`src/hdl/aud_defines.vh`:
```
// Constants for the audio DMA status and serial clocking block.
// Assumes a 250 MHz system clock and byte addresses on an AXI4-Lite bus.
`ifndef AUD_DEFINES_VH
`define AUD_DEFINES_VH

// Register byte addresses
`define AUD_REC_BASE_ADDR    32'hfff09008
`define AUD_REC_LEN_ADDR     32'hfff0900c
`define AUD_REC_CUR_ADDR     32'hfff09010
`define AUD_REC_STAT_ADDR    32'hfff09014
`define AUD_PLAY_BASE_ADDR   32'hfff09018
`define AUD_PLAY_LEN_ADDR    32'hfff0901c
`define AUD_PLAY_CUR_ADDR    32'hfff09020
`define AUD_PLAY_STAT_ADDR   32'hfff09024
`define AUD_SER_CTRL_ADDR    32'hfff09028
`define AUD_LINK_CTRL_ADDR   32'hfff0902c
`define AUD_OUT_SLOT0_ADDR   32'hfff09030
`define AUD_IN_SLOT2_ADDR    32'hfff09044

// Reset values
`define AUD_PLAY_STAT_RST    32'h00000004

// Status register fields
`define AUD_ST_MID           0
`define AUD_ST_END           1
`define AUD_ST_FIFO          2

// Serial audio control fields
`define AUD_SC_PRS_LSB       16
`define AUD_SC_PRS_MSB       19
`define AUD_SC_BCLK_LSB      6
`define AUD_SC_BCLK_MSB      7
`define AUD_SC_RATIO         5
`define AUD_SC_MSRC          4
`define AUD_SC_FMT           3

// Codec link control fields
`define AUD_LC_PULLUP        5
`define AUD_LC_RDRDY         4
`define AUD_LC_WRPEND        3
`define AUD_LC_WARM          2
`define AUD_LC_COLD          1

// Timing: warm reset sync pulse
`define AUD_CLK_PERIOD_PS    4000
`define AUD_WARM_TIME_US     10
`define AUD_WARM_CYCLES      ((`AUD_WARM_TIME_US * 1000000 + `AUD_CLK_PERIOD_PS - 1) / `AUD_CLK_PERIOD_PS)

// DMA address step per beat, bytes
`define AUD_DMA_STEP         32'h00000004

`endif

```
`src/hdl/aud_top.v`:
```
// Register side of the audio controller: DMA ring registers, status flags,
// serial audio clock control and codec link control over AXI4-Lite.
// Assumes DMA beats, FIFO levels and link events arrive on aclk.
//
// Contract
// - Record base address register, CPU read/write
// - Record buffer length register, CPU read/write
// - Record current address, read only
// - Record status reports FIFO full
// - Record end flag, write one clears
// - Record middle flag, write one clears
// - Playback base address register, CPU read/write
// - Playback buffer length register, CPU read/write
// - Playback current address, read only
// - Playback FIFO empty bit, resets set; code reads the play_fifo_empty input as is and loads no reset value of its own
// - Playback end flag, write one clears
// - Playback middle flag, write one clears
// - Prescaler code divides PLL into master clock
// - Odd factors give short master high
// - Source bit picks prescaled or PLL clock
// - Ratio bit picks fs at 256 or 384; code honours it only at bit clock select 00, 48 per sample is always 384
// - Bit clock select: 32 or 48 per sample
// - Format bit: standard or MSB-justified framing
// - Link control layout bits five to one
// - Cold reset bit drives codec reset low
// - Warm reset forces sync high, self clears
// - Write pending set on slot0 write, cleared sent
// - Read ready set on slot2 load, cleared read
`timescale 1ns/1ps
module aud_top (
    input  wire        aclk,
    input  wire        aresetn,
    input  wire [31:0] s_axi_awaddr,
    input  wire        s_axi_awvalid,
    output reg         s_axi_awready,
    input  wire [31:0] s_axi_wdata,
    input  wire [3:0]  s_axi_wstrb,
    input  wire        s_axi_wvalid,
    output reg         s_axi_wready,
    output reg  [1:0]  s_axi_bresp,
    output reg         s_axi_bvalid,
    input  wire        s_axi_bready,
    input  wire [31:0] s_axi_araddr,
    input  wire        s_axi_arvalid,
    output reg         s_axi_arready,
    output reg  [31:0] s_axi_rdata,
    output reg  [1:0]  s_axi_rresp,
    output reg         s_axi_rvalid,
    input  wire        s_axi_rready,
    input  wire        rec_dma_beat,
    input  wire        play_dma_beat,
    input  wire        rec_fifo_full,
    input  wire        play_fifo_empty,
    input  wire        link_frame_sync,
    input  wire        link_slot0_sent,
    input  wire        link_slot2_loaded,
    input  wire [15:0] link_slot2_data,
    output wire [31:0] rec_dma_addr,
    output wire [31:0] play_dma_addr,
    output reg         rec_irq,
    output reg         play_irq,
    output wire        mclk_pin,
    output wire        bclk_pin,
    output wire        lrclk_pin,
    output wire        frame_tick,
    output reg         codec_reset_n_pin,
    output reg         link_sync_pin,
    output reg         link_bitclk_pullup,
    output reg  [4:0]  out_slot0_data,
    output reg         link_write_pending
);
`include "aud_defines.vh"

    localparam [1:0] RESP_OKAY   = 2'b00;
    localparam [1:0] RESP_SLVERR = 2'b10;
    localparam [31:0] WARM_LAST  = `AUD_WARM_CYCLES - 1;

    // Warm reset sequencer states, one-hot
    localparam [1:0] WS_IDLE = 2'b01;
    localparam [1:0] WS_HOLD = 2'b10;

    // Bus capture
    reg  [31:0] aw_addr_reg;
    reg         aw_held_reg;
    reg  [31:0] w_data_reg;
    reg  [3:0]  w_strb_reg;
    reg         w_held_reg;

    // Software registers
    reg  [31:0] rec_base_addr;
    reg  [31:0] rec_buf_len;
    reg  [31:0] play_base_addr;
    reg  [31:0] play_buf_len;
    reg  [31:0] ser_ctrl_reg;
    reg         rec_end_reg;
    reg         rec_mid_reg;
    reg         play_end_reg;
    reg         play_mid_reg;
    reg         link_cold_reset;
    reg         link_warm_reset;
    reg         link_read_ready;
    reg  [15:0] in_slot2_reg;
    reg  [1:0]  warm_state_reg;
    reg  [11:0] warm_cnt_reg;

    wire [31:0] rec_cur_addr;
    wire [31:0] play_cur_addr;
    wire        rec_mid_hit;
    wire        rec_end_hit;
    wire        play_mid_hit;
    wire        play_end_hit;
    wire        wr_go;
    wire        rd_go;
    wire        wr_hit;
    wire [31:0] wmask;
    reg  [31:0] rd_val;
    reg         rd_ok;
    wire        warm_done;

    // Write happens once address and data are both held
    assign wr_go = aw_held_reg && w_held_reg && !s_axi_bvalid;
    assign rd_go = s_axi_arvalid && s_axi_arready;
    assign wmask = {{8{w_strb_reg[3]}}, {8{w_strb_reg[2]}},
                    {8{w_strb_reg[1]}}, {8{w_strb_reg[0]}}};
    assign wr_hit = (aw_addr_reg == `AUD_REC_BASE_ADDR)  ||
                    (aw_addr_reg == `AUD_REC_LEN_ADDR)   ||
                    (aw_addr_reg == `AUD_REC_CUR_ADDR)   ||
                    (aw_addr_reg == `AUD_REC_STAT_ADDR)  ||
                    (aw_addr_reg == `AUD_PLAY_BASE_ADDR) ||
                    (aw_addr_reg == `AUD_PLAY_LEN_ADDR)  ||
                    (aw_addr_reg == `AUD_PLAY_CUR_ADDR)  ||
                    (aw_addr_reg == `AUD_PLAY_STAT_ADDR) ||
                    (aw_addr_reg == `AUD_SER_CTRL_ADDR)  ||
                    (aw_addr_reg == `AUD_LINK_CTRL_ADDR) ||
                    (aw_addr_reg == `AUD_OUT_SLOT0_ADDR) ||
                    (aw_addr_reg == `AUD_IN_SLOT2_ADDR);
    assign warm_done = (warm_state_reg == WS_HOLD) && (warm_cnt_reg == WARM_LAST[11:0]);

    // Write address and data channels, taken in either order
    always @(posedge aclk) begin
        if (!aresetn) begin
            aw_addr_reg   <= 32'h00000000;
            aw_held_reg   <= 1'b0;
            w_data_reg    <= 32'h00000000;
            w_strb_reg    <= 4'h0;
            w_held_reg    <= 1'b0;
            s_axi_awready <= 1'b0;
            s_axi_wready  <= 1'b0;
            s_axi_bvalid  <= 1'b0;
            s_axi_bresp   <= RESP_OKAY;
        end else begin
            s_axi_awready <= !aw_held_reg && !(s_axi_awvalid && s_axi_awready);
            s_axi_wready  <= !w_held_reg && !(s_axi_wvalid && s_axi_wready);
            if (s_axi_awvalid && s_axi_awready) begin
                aw_addr_reg <= s_axi_awaddr;
                aw_held_reg <= 1'b1;
            end
            if (s_axi_wvalid && s_axi_wready) begin
                w_data_reg <= s_axi_wdata;
                w_strb_reg <= s_axi_wstrb;
                w_held_reg <= 1'b1;
            end
            if (wr_go) begin
                s_axi_bvalid <= 1'b1;
                s_axi_bresp  <= wr_hit ? RESP_OKAY : RESP_SLVERR;
            end
            if (s_axi_bvalid && s_axi_bready) begin
                s_axi_bvalid  <= 1'b0;
                aw_held_reg   <= 1'b0;
                w_held_reg    <= 1'b0;
                s_axi_awready <= 1'b1;
                s_axi_wready  <= 1'b1;
            end
        end
    end

    // Plain read/write registers with byte strobes
    always @(posedge aclk) begin
        if (!aresetn) begin
            rec_base_addr  <= 32'h00000000;
            rec_buf_len    <= 32'h00000000;
            play_base_addr <= 32'h00000000;
            play_buf_len   <= 32'h00000000;
            ser_ctrl_reg   <= 32'h00000000;
            out_slot0_data <= 5'h00;
            link_bitclk_pullup <= 1'b0;
            link_cold_reset    <= 1'b0;
        end else if (wr_go) begin
            case (aw_addr_reg)
                `AUD_REC_BASE_ADDR:
                    rec_base_addr <= (rec_base_addr & ~wmask) | (w_data_reg & wmask);
                `AUD_REC_LEN_ADDR:
                    rec_buf_len <= (rec_buf_len & ~wmask) | (w_data_reg & wmask);
                `AUD_PLAY_BASE_ADDR:
                    play_base_addr <= (play_base_addr & ~wmask) | (w_data_reg & wmask);
                `AUD_PLAY_LEN_ADDR:
                    play_buf_len <= (play_buf_len & ~wmask) | (w_data_reg & wmask);
                `AUD_SER_CTRL_ADDR: begin
                    // Only the documented fields are kept
                    if (w_strb_reg[2])
                        ser_ctrl_reg[19:16] <= w_data_reg[19:16];
                    if (w_strb_reg[0])
                        ser_ctrl_reg[7:3] <= w_data_reg[7:3];
                end
                `AUD_LINK_CTRL_ADDR: begin
                    if (w_strb_reg[0]) begin
                        link_bitclk_pullup <= w_data_reg[`AUD_LC_PULLUP];
                        link_cold_reset    <= w_data_reg[`AUD_LC_COLD];
                    end
                end
                `AUD_OUT_SLOT0_ADDR: begin
                    // Writes while pending are dropped
                    if (w_strb_reg[0] && !link_write_pending)
                        out_slot0_data <= w_data_reg[4:0];
                end
                default: begin
                end
            endcase
        end
    end

    // Sticky DMA flags; hardware set wins over write-one-clear
    always @(posedge aclk) begin
        if (!aresetn) begin
            rec_end_reg  <= 1'b0;
            rec_mid_reg  <= 1'b0;
            play_end_reg <= 1'b0;
            play_mid_reg <= 1'b0;
        end else begin
            if (rec_end_hit)
                rec_end_reg <= 1'b1;
            else if (wr_go && aw_addr_reg == `AUD_REC_STAT_ADDR && w_strb_reg[0]
                     && w_data_reg[`AUD_ST_END])
                rec_end_reg <= 1'b0;
            if (rec_mid_hit)
                rec_mid_reg <= 1'b1;
            else if (wr_go && aw_addr_reg == `AUD_REC_STAT_ADDR && w_strb_reg[0]
                     && w_data_reg[`AUD_ST_MID])
                rec_mid_reg <= 1'b0;
            if (play_end_hit)
                play_end_reg <= 1'b1;
            else if (wr_go && aw_addr_reg == `AUD_PLAY_STAT_ADDR && w_strb_reg[0]
                     && w_data_reg[`AUD_ST_END])
                play_end_reg <= 1'b0;
            if (play_mid_hit)
                play_mid_reg <= 1'b1;
            else if (wr_go && aw_addr_reg == `AUD_PLAY_STAT_ADDR && w_strb_reg[0]
                     && w_data_reg[`AUD_ST_MID])
                play_mid_reg <= 1'b0;
        end
    end

    // Interrupt requests per direction
    always @(posedge aclk) begin
        if (!aresetn) begin
            rec_irq  <= 1'b0;
            play_irq <= 1'b0;
        end else begin
            rec_irq  <= rec_end_reg || rec_mid_reg;
            play_irq <= play_end_reg || play_mid_reg;
        end
    end

    // Link handshake flags; set wins over clear
    always @(posedge aclk) begin
        if (!aresetn) begin
            link_write_pending <= 1'b0;
            link_read_ready    <= 1'b0;
            in_slot2_reg       <= 16'h0000;
        end else begin
            if (wr_go && aw_addr_reg == `AUD_OUT_SLOT0_ADDR && w_strb_reg[0]
                && !link_write_pending)
                link_write_pending <= 1'b1;
            else if (link_slot0_sent)
                link_write_pending <= 1'b0;
            if (link_slot2_loaded) begin
                link_read_ready <= 1'b1;
                in_slot2_reg    <= link_slot2_data;
            end else if (rd_go && s_axi_araddr == `AUD_IN_SLOT2_ADDR) begin
                link_read_ready <= 1'b0;
            end
        end
    end

    // Warm reset: hold sync high for the timed interval, then self-clear
    always @(posedge aclk) begin
        if (!aresetn) begin
            warm_state_reg  <= WS_IDLE;
            warm_cnt_reg    <= 12'd0;
            link_warm_reset <= 1'b0;
        end else begin
            case (warm_state_reg)
                WS_IDLE: begin
                    warm_cnt_reg <= 12'd0;
                    if (wr_go && aw_addr_reg == `AUD_LINK_CTRL_ADDR && w_strb_reg[0]
                        && w_data_reg[`AUD_LC_WARM]) begin
                        link_warm_reset <= 1'b1;
                        warm_state_reg  <= WS_HOLD;
                    end
                end
                WS_HOLD: begin
                    warm_cnt_reg <= warm_cnt_reg + 12'd1;
                    if (warm_done) begin
                        link_warm_reset <= 1'b0;
                        warm_state_reg  <= WS_IDLE;
                    end
                end
                default: begin
                    warm_state_reg  <= WS_IDLE;
                    link_warm_reset <= 1'b0;
                end
            endcase
        end
    end

    // Codec pins
    always @(posedge aclk) begin
        if (!aresetn) begin
            codec_reset_n_pin <= 1'b1;
            link_sync_pin     <= 1'b0;
        end else begin
            codec_reset_n_pin <= !link_cold_reset;
            link_sync_pin     <= link_warm_reset || link_frame_sync;
        end
    end

    // Read data selection
    always @* begin
        rd_val = 32'h00000000;
        rd_ok  = 1'b1;
        case (s_axi_araddr)
            `AUD_REC_BASE_ADDR:  rd_val = rec_base_addr;
            `AUD_REC_LEN_ADDR:   rd_val = rec_buf_len;
            `AUD_REC_CUR_ADDR:   rd_val = rec_cur_addr;
            `AUD_REC_STAT_ADDR:
                rd_val = {29'h0, rec_fifo_full, rec_end_reg, rec_mid_reg};
            `AUD_PLAY_BASE_ADDR: rd_val = play_base_addr;
            `AUD_PLAY_LEN_ADDR:  rd_val = play_buf_len;
            `AUD_PLAY_CUR_ADDR:  rd_val = play_cur_addr;
            `AUD_PLAY_STAT_ADDR:
                rd_val = {29'h0, play_fifo_empty, play_end_reg, play_mid_reg};
            `AUD_SER_CTRL_ADDR:  rd_val = ser_ctrl_reg;
            `AUD_LINK_CTRL_ADDR:
                rd_val = {26'h0, link_bitclk_pullup, link_read_ready,
                          link_write_pending, link_warm_reset, link_cold_reset, 1'b0};
            `AUD_OUT_SLOT0_ADDR: rd_val = {27'h0, out_slot0_data};
            `AUD_IN_SLOT2_ADDR:  rd_val = {16'h0, in_slot2_reg};
            default:             rd_ok = 1'b0;
        endcase
    end

    // Read channel, one beat a time
    always @(posedge aclk) begin
        if (!aresetn) begin
            s_axi_arready <= 1'b0;
            s_axi_rvalid  <= 1'b0;
            s_axi_rdata   <= 32'h00000000;
            s_axi_rresp   <= RESP_OKAY;
        end else begin
            s_axi_arready <= !s_axi_rvalid && !rd_go;
            if (rd_go) begin
                s_axi_rvalid <= 1'b1;
                s_axi_rdata  <= rd_val;
                s_axi_rresp  <= rd_ok ? RESP_OKAY : RESP_SLVERR;
            end else if (s_axi_rvalid && s_axi_rready) begin
                s_axi_rvalid <= 1'b0;
            end
        end
    end

    // Record ring counter, reloaded on base write
    aud_ring u_rec_ring (
        .clk     (aclk),
        .rst_n   (aresetn),
        .load    (wr_go && aw_addr_reg == `AUD_REC_BASE_ADDR),
        .base    (rec_base_addr),
        .len     (rec_buf_len),
        .beat    (rec_dma_beat),
        .cur_reg (rec_cur_addr),
        .mid_reg (rec_mid_hit),
        .end_reg (rec_end_hit)
    );

    // Playback ring counter
    aud_ring u_play_ring (
        .clk     (aclk),
        .rst_n   (aresetn),
        .load    (wr_go && aw_addr_reg == `AUD_PLAY_BASE_ADDR),
        .base    (play_base_addr),
        .len     (play_buf_len),
        .beat    (play_dma_beat),
        .cur_reg (play_cur_addr),
        .mid_reg (play_mid_hit),
        .end_reg (play_end_hit)
    );

    assign rec_dma_addr  = rec_cur_addr;
    assign play_dma_addr = play_cur_addr;

    // Serial audio clocks; 48 per sample divides by 8, giving 384 fs whatever the ratio bit
    aud_clkgen u_clkgen (
        .clk            (aclk),
        .rst_n          (aresetn),
        .prescale       (ser_ctrl_reg[`AUD_SC_PRS_MSB:`AUD_SC_PRS_LSB]),
        .src_pll        (ser_ctrl_reg[`AUD_SC_MSRC]),
        .ratio384       (ser_ctrl_reg[`AUD_SC_RATIO]),
        .bclk_sel       (ser_ctrl_reg[`AUD_SC_BCLK_MSB:`AUD_SC_BCLK_LSB]),
        .msb_just       (ser_ctrl_reg[`AUD_SC_FMT]),
        .mclk_reg       (mclk_pin),
        .bclk_reg       (bclk_pin),
        .lrclk_reg      (lrclk_pin),
        .frame_tick_reg (frame_tick)
    );

endmodule

```
`src/hdl/aud_ring.v`:
```
// Ring address counter for one DMA direction with midpoint and end events.
// Assumes beat pulses on the system clock; base load comes from a bus write.
`timescale 1ns/1ps
module aud_ring (
    input  wire        clk,
    input  wire        rst_n,
    input  wire        load,
    input  wire [31:0] base,
    input  wire [31:0] len,
    input  wire        beat,
    output reg  [31:0] cur_reg,
    output reg         mid_reg,
    output reg         end_reg
);
`include "aud_defines.vh"

    wire [31:0] step_addr;
    wire [31:0] end_addr;
    wire [31:0] mid_addr;
    reg         load_dly_reg;

    // Next address and the two marks inside the buffer
    assign step_addr = cur_reg + `AUD_DMA_STEP;
    assign end_addr  = base + len;
    assign mid_addr  = base + {1'b0, len[31:1]};

    // Advance, flag marks once per crossing, wrap at the end
    always @(posedge clk) begin
        if (!rst_n) begin
            cur_reg <= 32'h00000000;
            mid_reg <= 1'b0;
            end_reg <= 1'b0;
            load_dly_reg <= 1'b0;
        end else begin
            mid_reg <= 1'b0;
            end_reg <= 1'b0;
            load_dly_reg <= load; // Fresh base first
            if (load_dly_reg) begin
                cur_reg <= base;
            end else if (beat) begin
                if (step_addr >= end_addr) begin
                    cur_reg <= base;
                    end_reg <= 1'b1;
                end else begin
                    cur_reg <= step_addr;
                    mid_reg <= (step_addr == mid_addr);
                end
            end
        end
    end

endmodule

```
`src/hdl/aud_clkgen.v`:
```
// Master, bit and frame clock generator for the serial audio port.
// Assumes the system clock stands in for the PLL input clock.
`timescale 1ns/1ps
module aud_clkgen (
    input  wire       clk,
    input  wire       rst_n,
    input  wire [3:0] prescale,
    input  wire       src_pll,
    input  wire       ratio384,
    input  wire [1:0] bclk_sel,
    input  wire       msb_just,
    output reg        mclk_reg,
    output reg        bclk_reg,
    output reg        lrclk_reg,
    output reg        frame_tick_reg
);

    reg  [4:0] pre_cnt_reg;
    reg  [3:0] mc_cnt_reg;
    reg  [5:0] bit_cnt_reg;
    wire [4:0] factor;
    wire [3:0] bdiv;
    wire [5:0] bps;
    wire       mclk_tick;
    wire       bit_tick;
    wire [5:0] lr_pos;

    // Divider settings
    assign factor    = src_pll ? 5'd1 : ({1'b0, prescale} + 5'd1);
    assign bdiv      = (ratio384 && bclk_sel == 2'b00) ? 4'd12 : 4'd8;
    assign bps       = (bclk_sel == 2'b01) ? 6'd48 : 6'd32;
    assign mclk_tick = (pre_cnt_reg == 5'd0);
    assign bit_tick  = mclk_tick && (mc_cnt_reg == bdiv - 4'd1);
    assign lr_pos    = msb_just ? bit_cnt_reg :
                       ((bit_cnt_reg == bps - 6'd1) ? 6'd0 : bit_cnt_reg + 6'd1);

    // Counters and registered pin levels
    always @(posedge clk) begin
        if (!rst_n) begin
            pre_cnt_reg    <= 5'd0;
            mc_cnt_reg     <= 4'd0;
            bit_cnt_reg    <= 6'd0;
            mclk_reg       <= 1'b0;
            bclk_reg       <= 1'b0;
            lrclk_reg      <= 1'b0;
            frame_tick_reg <= 1'b0;
        end else begin
            pre_cnt_reg <= (pre_cnt_reg >= factor - 5'd1) ? 5'd0 : pre_cnt_reg + 5'd1;
            // Odd factors give a short high phase
            mclk_reg <= (factor == 5'd1) || (pre_cnt_reg < {1'b0, factor[4:1]});
            if (mclk_tick)
                mc_cnt_reg <= (mc_cnt_reg >= bdiv - 4'd1) ? 4'd0 : mc_cnt_reg + 4'd1;
            if (bit_tick)
                bit_cnt_reg <= (bit_cnt_reg >= bps - 6'd1) ? 6'd0 : bit_cnt_reg + 6'd1;
            bclk_reg       <= (mc_cnt_reg >= {1'b0, bdiv[3:1]});
            lrclk_reg      <= (lr_pos >= {1'b0, bps[5:1]});
            frame_tick_reg <= bit_tick && (bit_cnt_reg == bps - 6'd1);
        end
    end

endmodule

```
`config.mk`:
```
export PLATFORM = sky130hd
export DESIGN_NAME = aud_top
export DESIGN_NICKNAME = d
export VERILOG_FILES = /design/src/hdl/aud_top.v /design/src/hdl/aud_ring.v /design/src/hdl/aud_clkgen.v
export VERILOG_INCLUDE_DIRS = /design/src /design/src/hdl
export SDC_FILE = /design/constraint.sdc
export NUM_CORES = 1
export LEC_CHECK = 0
export CORE_ASPECT_RATIO = 0.6
export CORE_MARGIN = 4
export CORE_UTILIZATION = 40
export CTS_BUF_LIST = sky130_fd_sc_hd__clkbuf_8
export CTS_CLUSTER_DIAMETER = 200
export DETAILED_ROUTE_END_ITERATION = 10
export DONT_BUFFER_PORTS = 1
export PLACE_DENSITY = 0.62
export SETUP_SLACK_MARGIN = 0.05
export SLEW_MARGIN = 40
export SYNTH_ARGS = -nofsm -noshare
export SYNTH_HDL_FRONTEND = slang
export SYNTH_SLANG_ARGS = --single-unit
```
`constraint.sdc`:
```
create_clock -name aclk -period 7.6 [get_ports aclk]
set_clock_uncertainty 0.15 [all_clocks]
set_input_delay 1.14 -clock aclk [delete_from_list [all_inputs] [get_ports aclk]]
set_output_delay 1.14 -clock aclk [all_outputs]
set_load 0.05 [all_outputs]
```
==> impl_metrics.json <==
{
  "ys_warn_count": 0,
  "hp-class": "flop to flop",
  "wl_per_cell_um": 22.0,
  "vias": 24622,
  "clkTransAtPathRegs_ns": 0.08,
  "layout.cells.non_filler": 4228,
  "clkPwrFrac_pct": 42.3,
  "row_count": 73,
  "seqCellArea_um2": 7660,
  "grt_pass1_wl_mm": 141,
  "end_kind": "flop",
  "start_kind": "flop",
  "drive_gt1_share_pct": 6.43,
  "powerDensity_nw_per_um2": 152,
  "drtIter0Drc": 2853,
  "h-tree-depth": 2,
  "dieArea_um2": 71600,
  "pwr-share-comb_pct": 9.7,
  "synth_area_um2": 26900,
  "cts_tree": "built",
  "cts_root_buf": "clkbuf_8",
  "final_util_pct": 43.7,
  "netlist_instances": 3363,
  "seqPwrFrac_pct": 48.0,
  "insertion_delay_ns": 0.75,
  "worstMarginPinSlew_ns": 0.908,
  "ys_ff_latch": 382,
  "overflow": 0,
  "numCtsBuffers": 59,
  "synth-compound-area-share_pct": 22.7,
  "dpl.hpwl_mm": 71.9,
  "synth_common_cells": "nand2_1 (486), dfxtp_1 (382), ha_1 (214), o21ai_0 (189), a21oi_1 (182)",
  "antenna_found_initial": 4,
  "die_w_um": 343,
  "first_global_vias": 22744,
  "fmax_ghz": 0.146,
  "tns_ns": 0,
  "hold_end": "codec_reset_n_pin",
  "dp.cells": 4117,
  "syn2layout_area_growth_pct": 7.82,
  "switching_power_uw": 1290,
  "core_region_area_um2": 66400,
  "period_minus_slack_ns": 6.83,
  "drc": 0,
  "wirelength_mm": 93.0,
  "multi_input_area_um2": 18300,
  "setup_viol": 0,
  "hold_viol_final": 0,
  "fill_cells": 6776,
  "synth_top_family_by_area": "simple AND/OR/NAND/NOR gates",
  "gp_congestion": 0.984,
  "worstHoldPathCells": 1,
  "synth_fa_ha_area_share_pct": 10.3,
  "rsz0062_at_grt": "no",
  "maxCapViolCount": 0,
  "synth_area_leaders": "dfxtp_1 (28%), ha_1 (10%), nand2_1 (6.8%), a21boi_0 (5.0%), xnor2_1 (4.0%)",
  "cp.arrival_ns": 7.32,
  "ys_types": 92,
  "path_class": "flop to flop",
  "leakage_uw": 0.0114,
  "grt_max_degree": 331,
  "synth-edff-count": 0,
  "synth_xor_area_share_pct": 8.06,
  "yosys.area.top_type": "dfxtp_1",
  "min-delay-start": "link_cold_reset",
  "yosys.area_share.simple_pct": 23.7,
  "ys_seq_area_share_pct": 28.4,
  "cp.required_ns": 8.09,
  "nNetsFinal": 3627,
  "fin_crit_sh_pct": 89.8,
  "cts_buffer_depth": 3,
  "drtPass1Iterations": 10,
  "cp_max_fo": 5,
  "p_int_uw": 3130,
  "switching_share_pct": 29.2,
  "timing.rr.end": "u_rec_ring.mid_reg",
  "viasPerCell": 5.82,
  "final_max_slew_viol_count": 0,
  "start_util_pct": 40.5,
  "synthMuxAreaShare_pct": 3.13,
  "relSlewSlack_pct": 39.4,
  "ant_nets": 0,
  "status": "completed",
  "io_buffers": 0,
  "die_height_um": 209,
  "clock-sinks": 382,
  "syn-mean-instance-area_um2": 7.99,
  "peakVddDrop_uv": 148,
  "total_power_uw": 4420,
  "timing.reg2reg.setup_slack_ns": 0.77,
  "reg2reg_depth": 26,
  "synth_top_area_share_pct": 28.4,
  "grt_usage_pct": 25.2,
  "synthFlopType": "dfxtp_1",
  "async_flop_share_pct": 0,
  "design.portCount": 250,
  "synth.most_common_cell": "nand2_1"
}
==> per-layer routing <==
| metal | vias to the layer above | GRT usage (%) | share of wire [%] |
|---|---|---|---|
| li1 | 11983 | - | - |
| met1 | 11484 | 37.3 | 47 |
| met2 | 1034 | 35.3 | 40 |
| met3 | 119 | 7.76 | 11 |
| met4 | 2 | 5.77 | 2.1 |
| met5 | - | 0 | 0.014 |
==> metrics by stage <==
stage / worst slack [ns] / hold WS [ns] / cell area, um2
final: 0.773 / 0.307 / 29000
after detailed placement: 0.902 / 0.297 / 27700
after global routing: 0.168 / 0.306 / 29000
after floorplan: 2.12 / 0.217 / 26900
after CTS: 0.819 / 0.306 / 28900
after global placement: 1.18 / 0.287 / 27600
==> power groups by stage <==
stage	clock network, uW	registers (uW)	logic, uW
floorplan	0	2140	327
global placement	0	2160	406
detailed placement	0	2160	416
CTS	1920	2120	417
global route	2000	2120	471
finish	1870	2120	427
==> logic make-up after synthesis <==
kind of cell	count (synthesis)
AND/OR/NAND/NOR	1277
buffers and inverters	257
flip-flops	382
multiplexers	83
other	1
adder cells (fa/ha/maj)	218
XOR/XNOR	235
AO/OA/AOI/OAI	910
==> final cells by class <==
class | count | area share (%)
flip-flops and latches | 382 | 26.4
well taps | 900 | 3.89
multi-input cells | 2725 | 63.3
clock buffers | 76 | 3.61
diodes | 2 | 0.0173
repair buffers | 35 | 1.05
inverters | 76 | 0.984
clock inverters | 32 | 0.704
==> worst max-delay path, stage by stage (launching register included) <==
cell and delay, ns:
dfxtp_1 0.36, ha_1 0.24, inv_1 0.08, fa_1 0.22, nand2b_1 0.15, a21oi_1 0.12
or4_1 0.52, a32oi_1 0.38, nor2_1 0.13, o221a_2 0.28, o31ai_1 0.44, a31oi_1 0.25
o41ai_1 0.50, o21bai_1 0.11, a21oi_1 0.19, xor2_1 0.17, ha_1 0.26, nand2_1 0.06
o21ai_0 0.10, a41oi_1 0.18, a31oi_1 0.13, a31oi_1 0.22, nand3_1 0.09, nor4_1 0.38
nand4_1 0.11, or4b_1 0.55, a2111oi_2 0.36
==> cells in the final DEF, fill, tap and decap left out, types with 71 or more instances in the layout <==
cell type	count
nand2_1	485
dfxtp_1	368
ha_1	214
o21ai_0	189
a21oi_1	182
a21boi_0	179
nand3_1	163
nor2_1	138
xnor2_1	123
nor2b_1	118
xor2_1	104
inv_1	93
mux2i_1	78
clkbuf_8	76
a21o_1	71
==> worst max path at each step <==
stage          start                 endpoint  slack [ns]
2_1_floorplan   flop       u_rec_ring.mid_reg        2.12
3_3_place_gp    flop  u_play_ring.cur_reg[25]        1.18
3_5_place_dp    flop      u_play_ring.mid_reg        0.90
4_1_cts         flop      u_play_ring.mid_reg        0.82
5_1_grt         flop      u_play_ring.mid_reg        0.17
6_report        flop       u_rec_ring.mid_reg        0.77
==> repair_timing <==
| item | in CTS | in global routing |
|---|---|---|
| hold buffers | 0 | 0 |
| buffers inserted | 0 | 0 |
| endpoints found under the setup margin | 0 | 1 |
| gates resized for setup | 0 | 1 |
No activity file was read; power rests on OpenSTA's default activity.
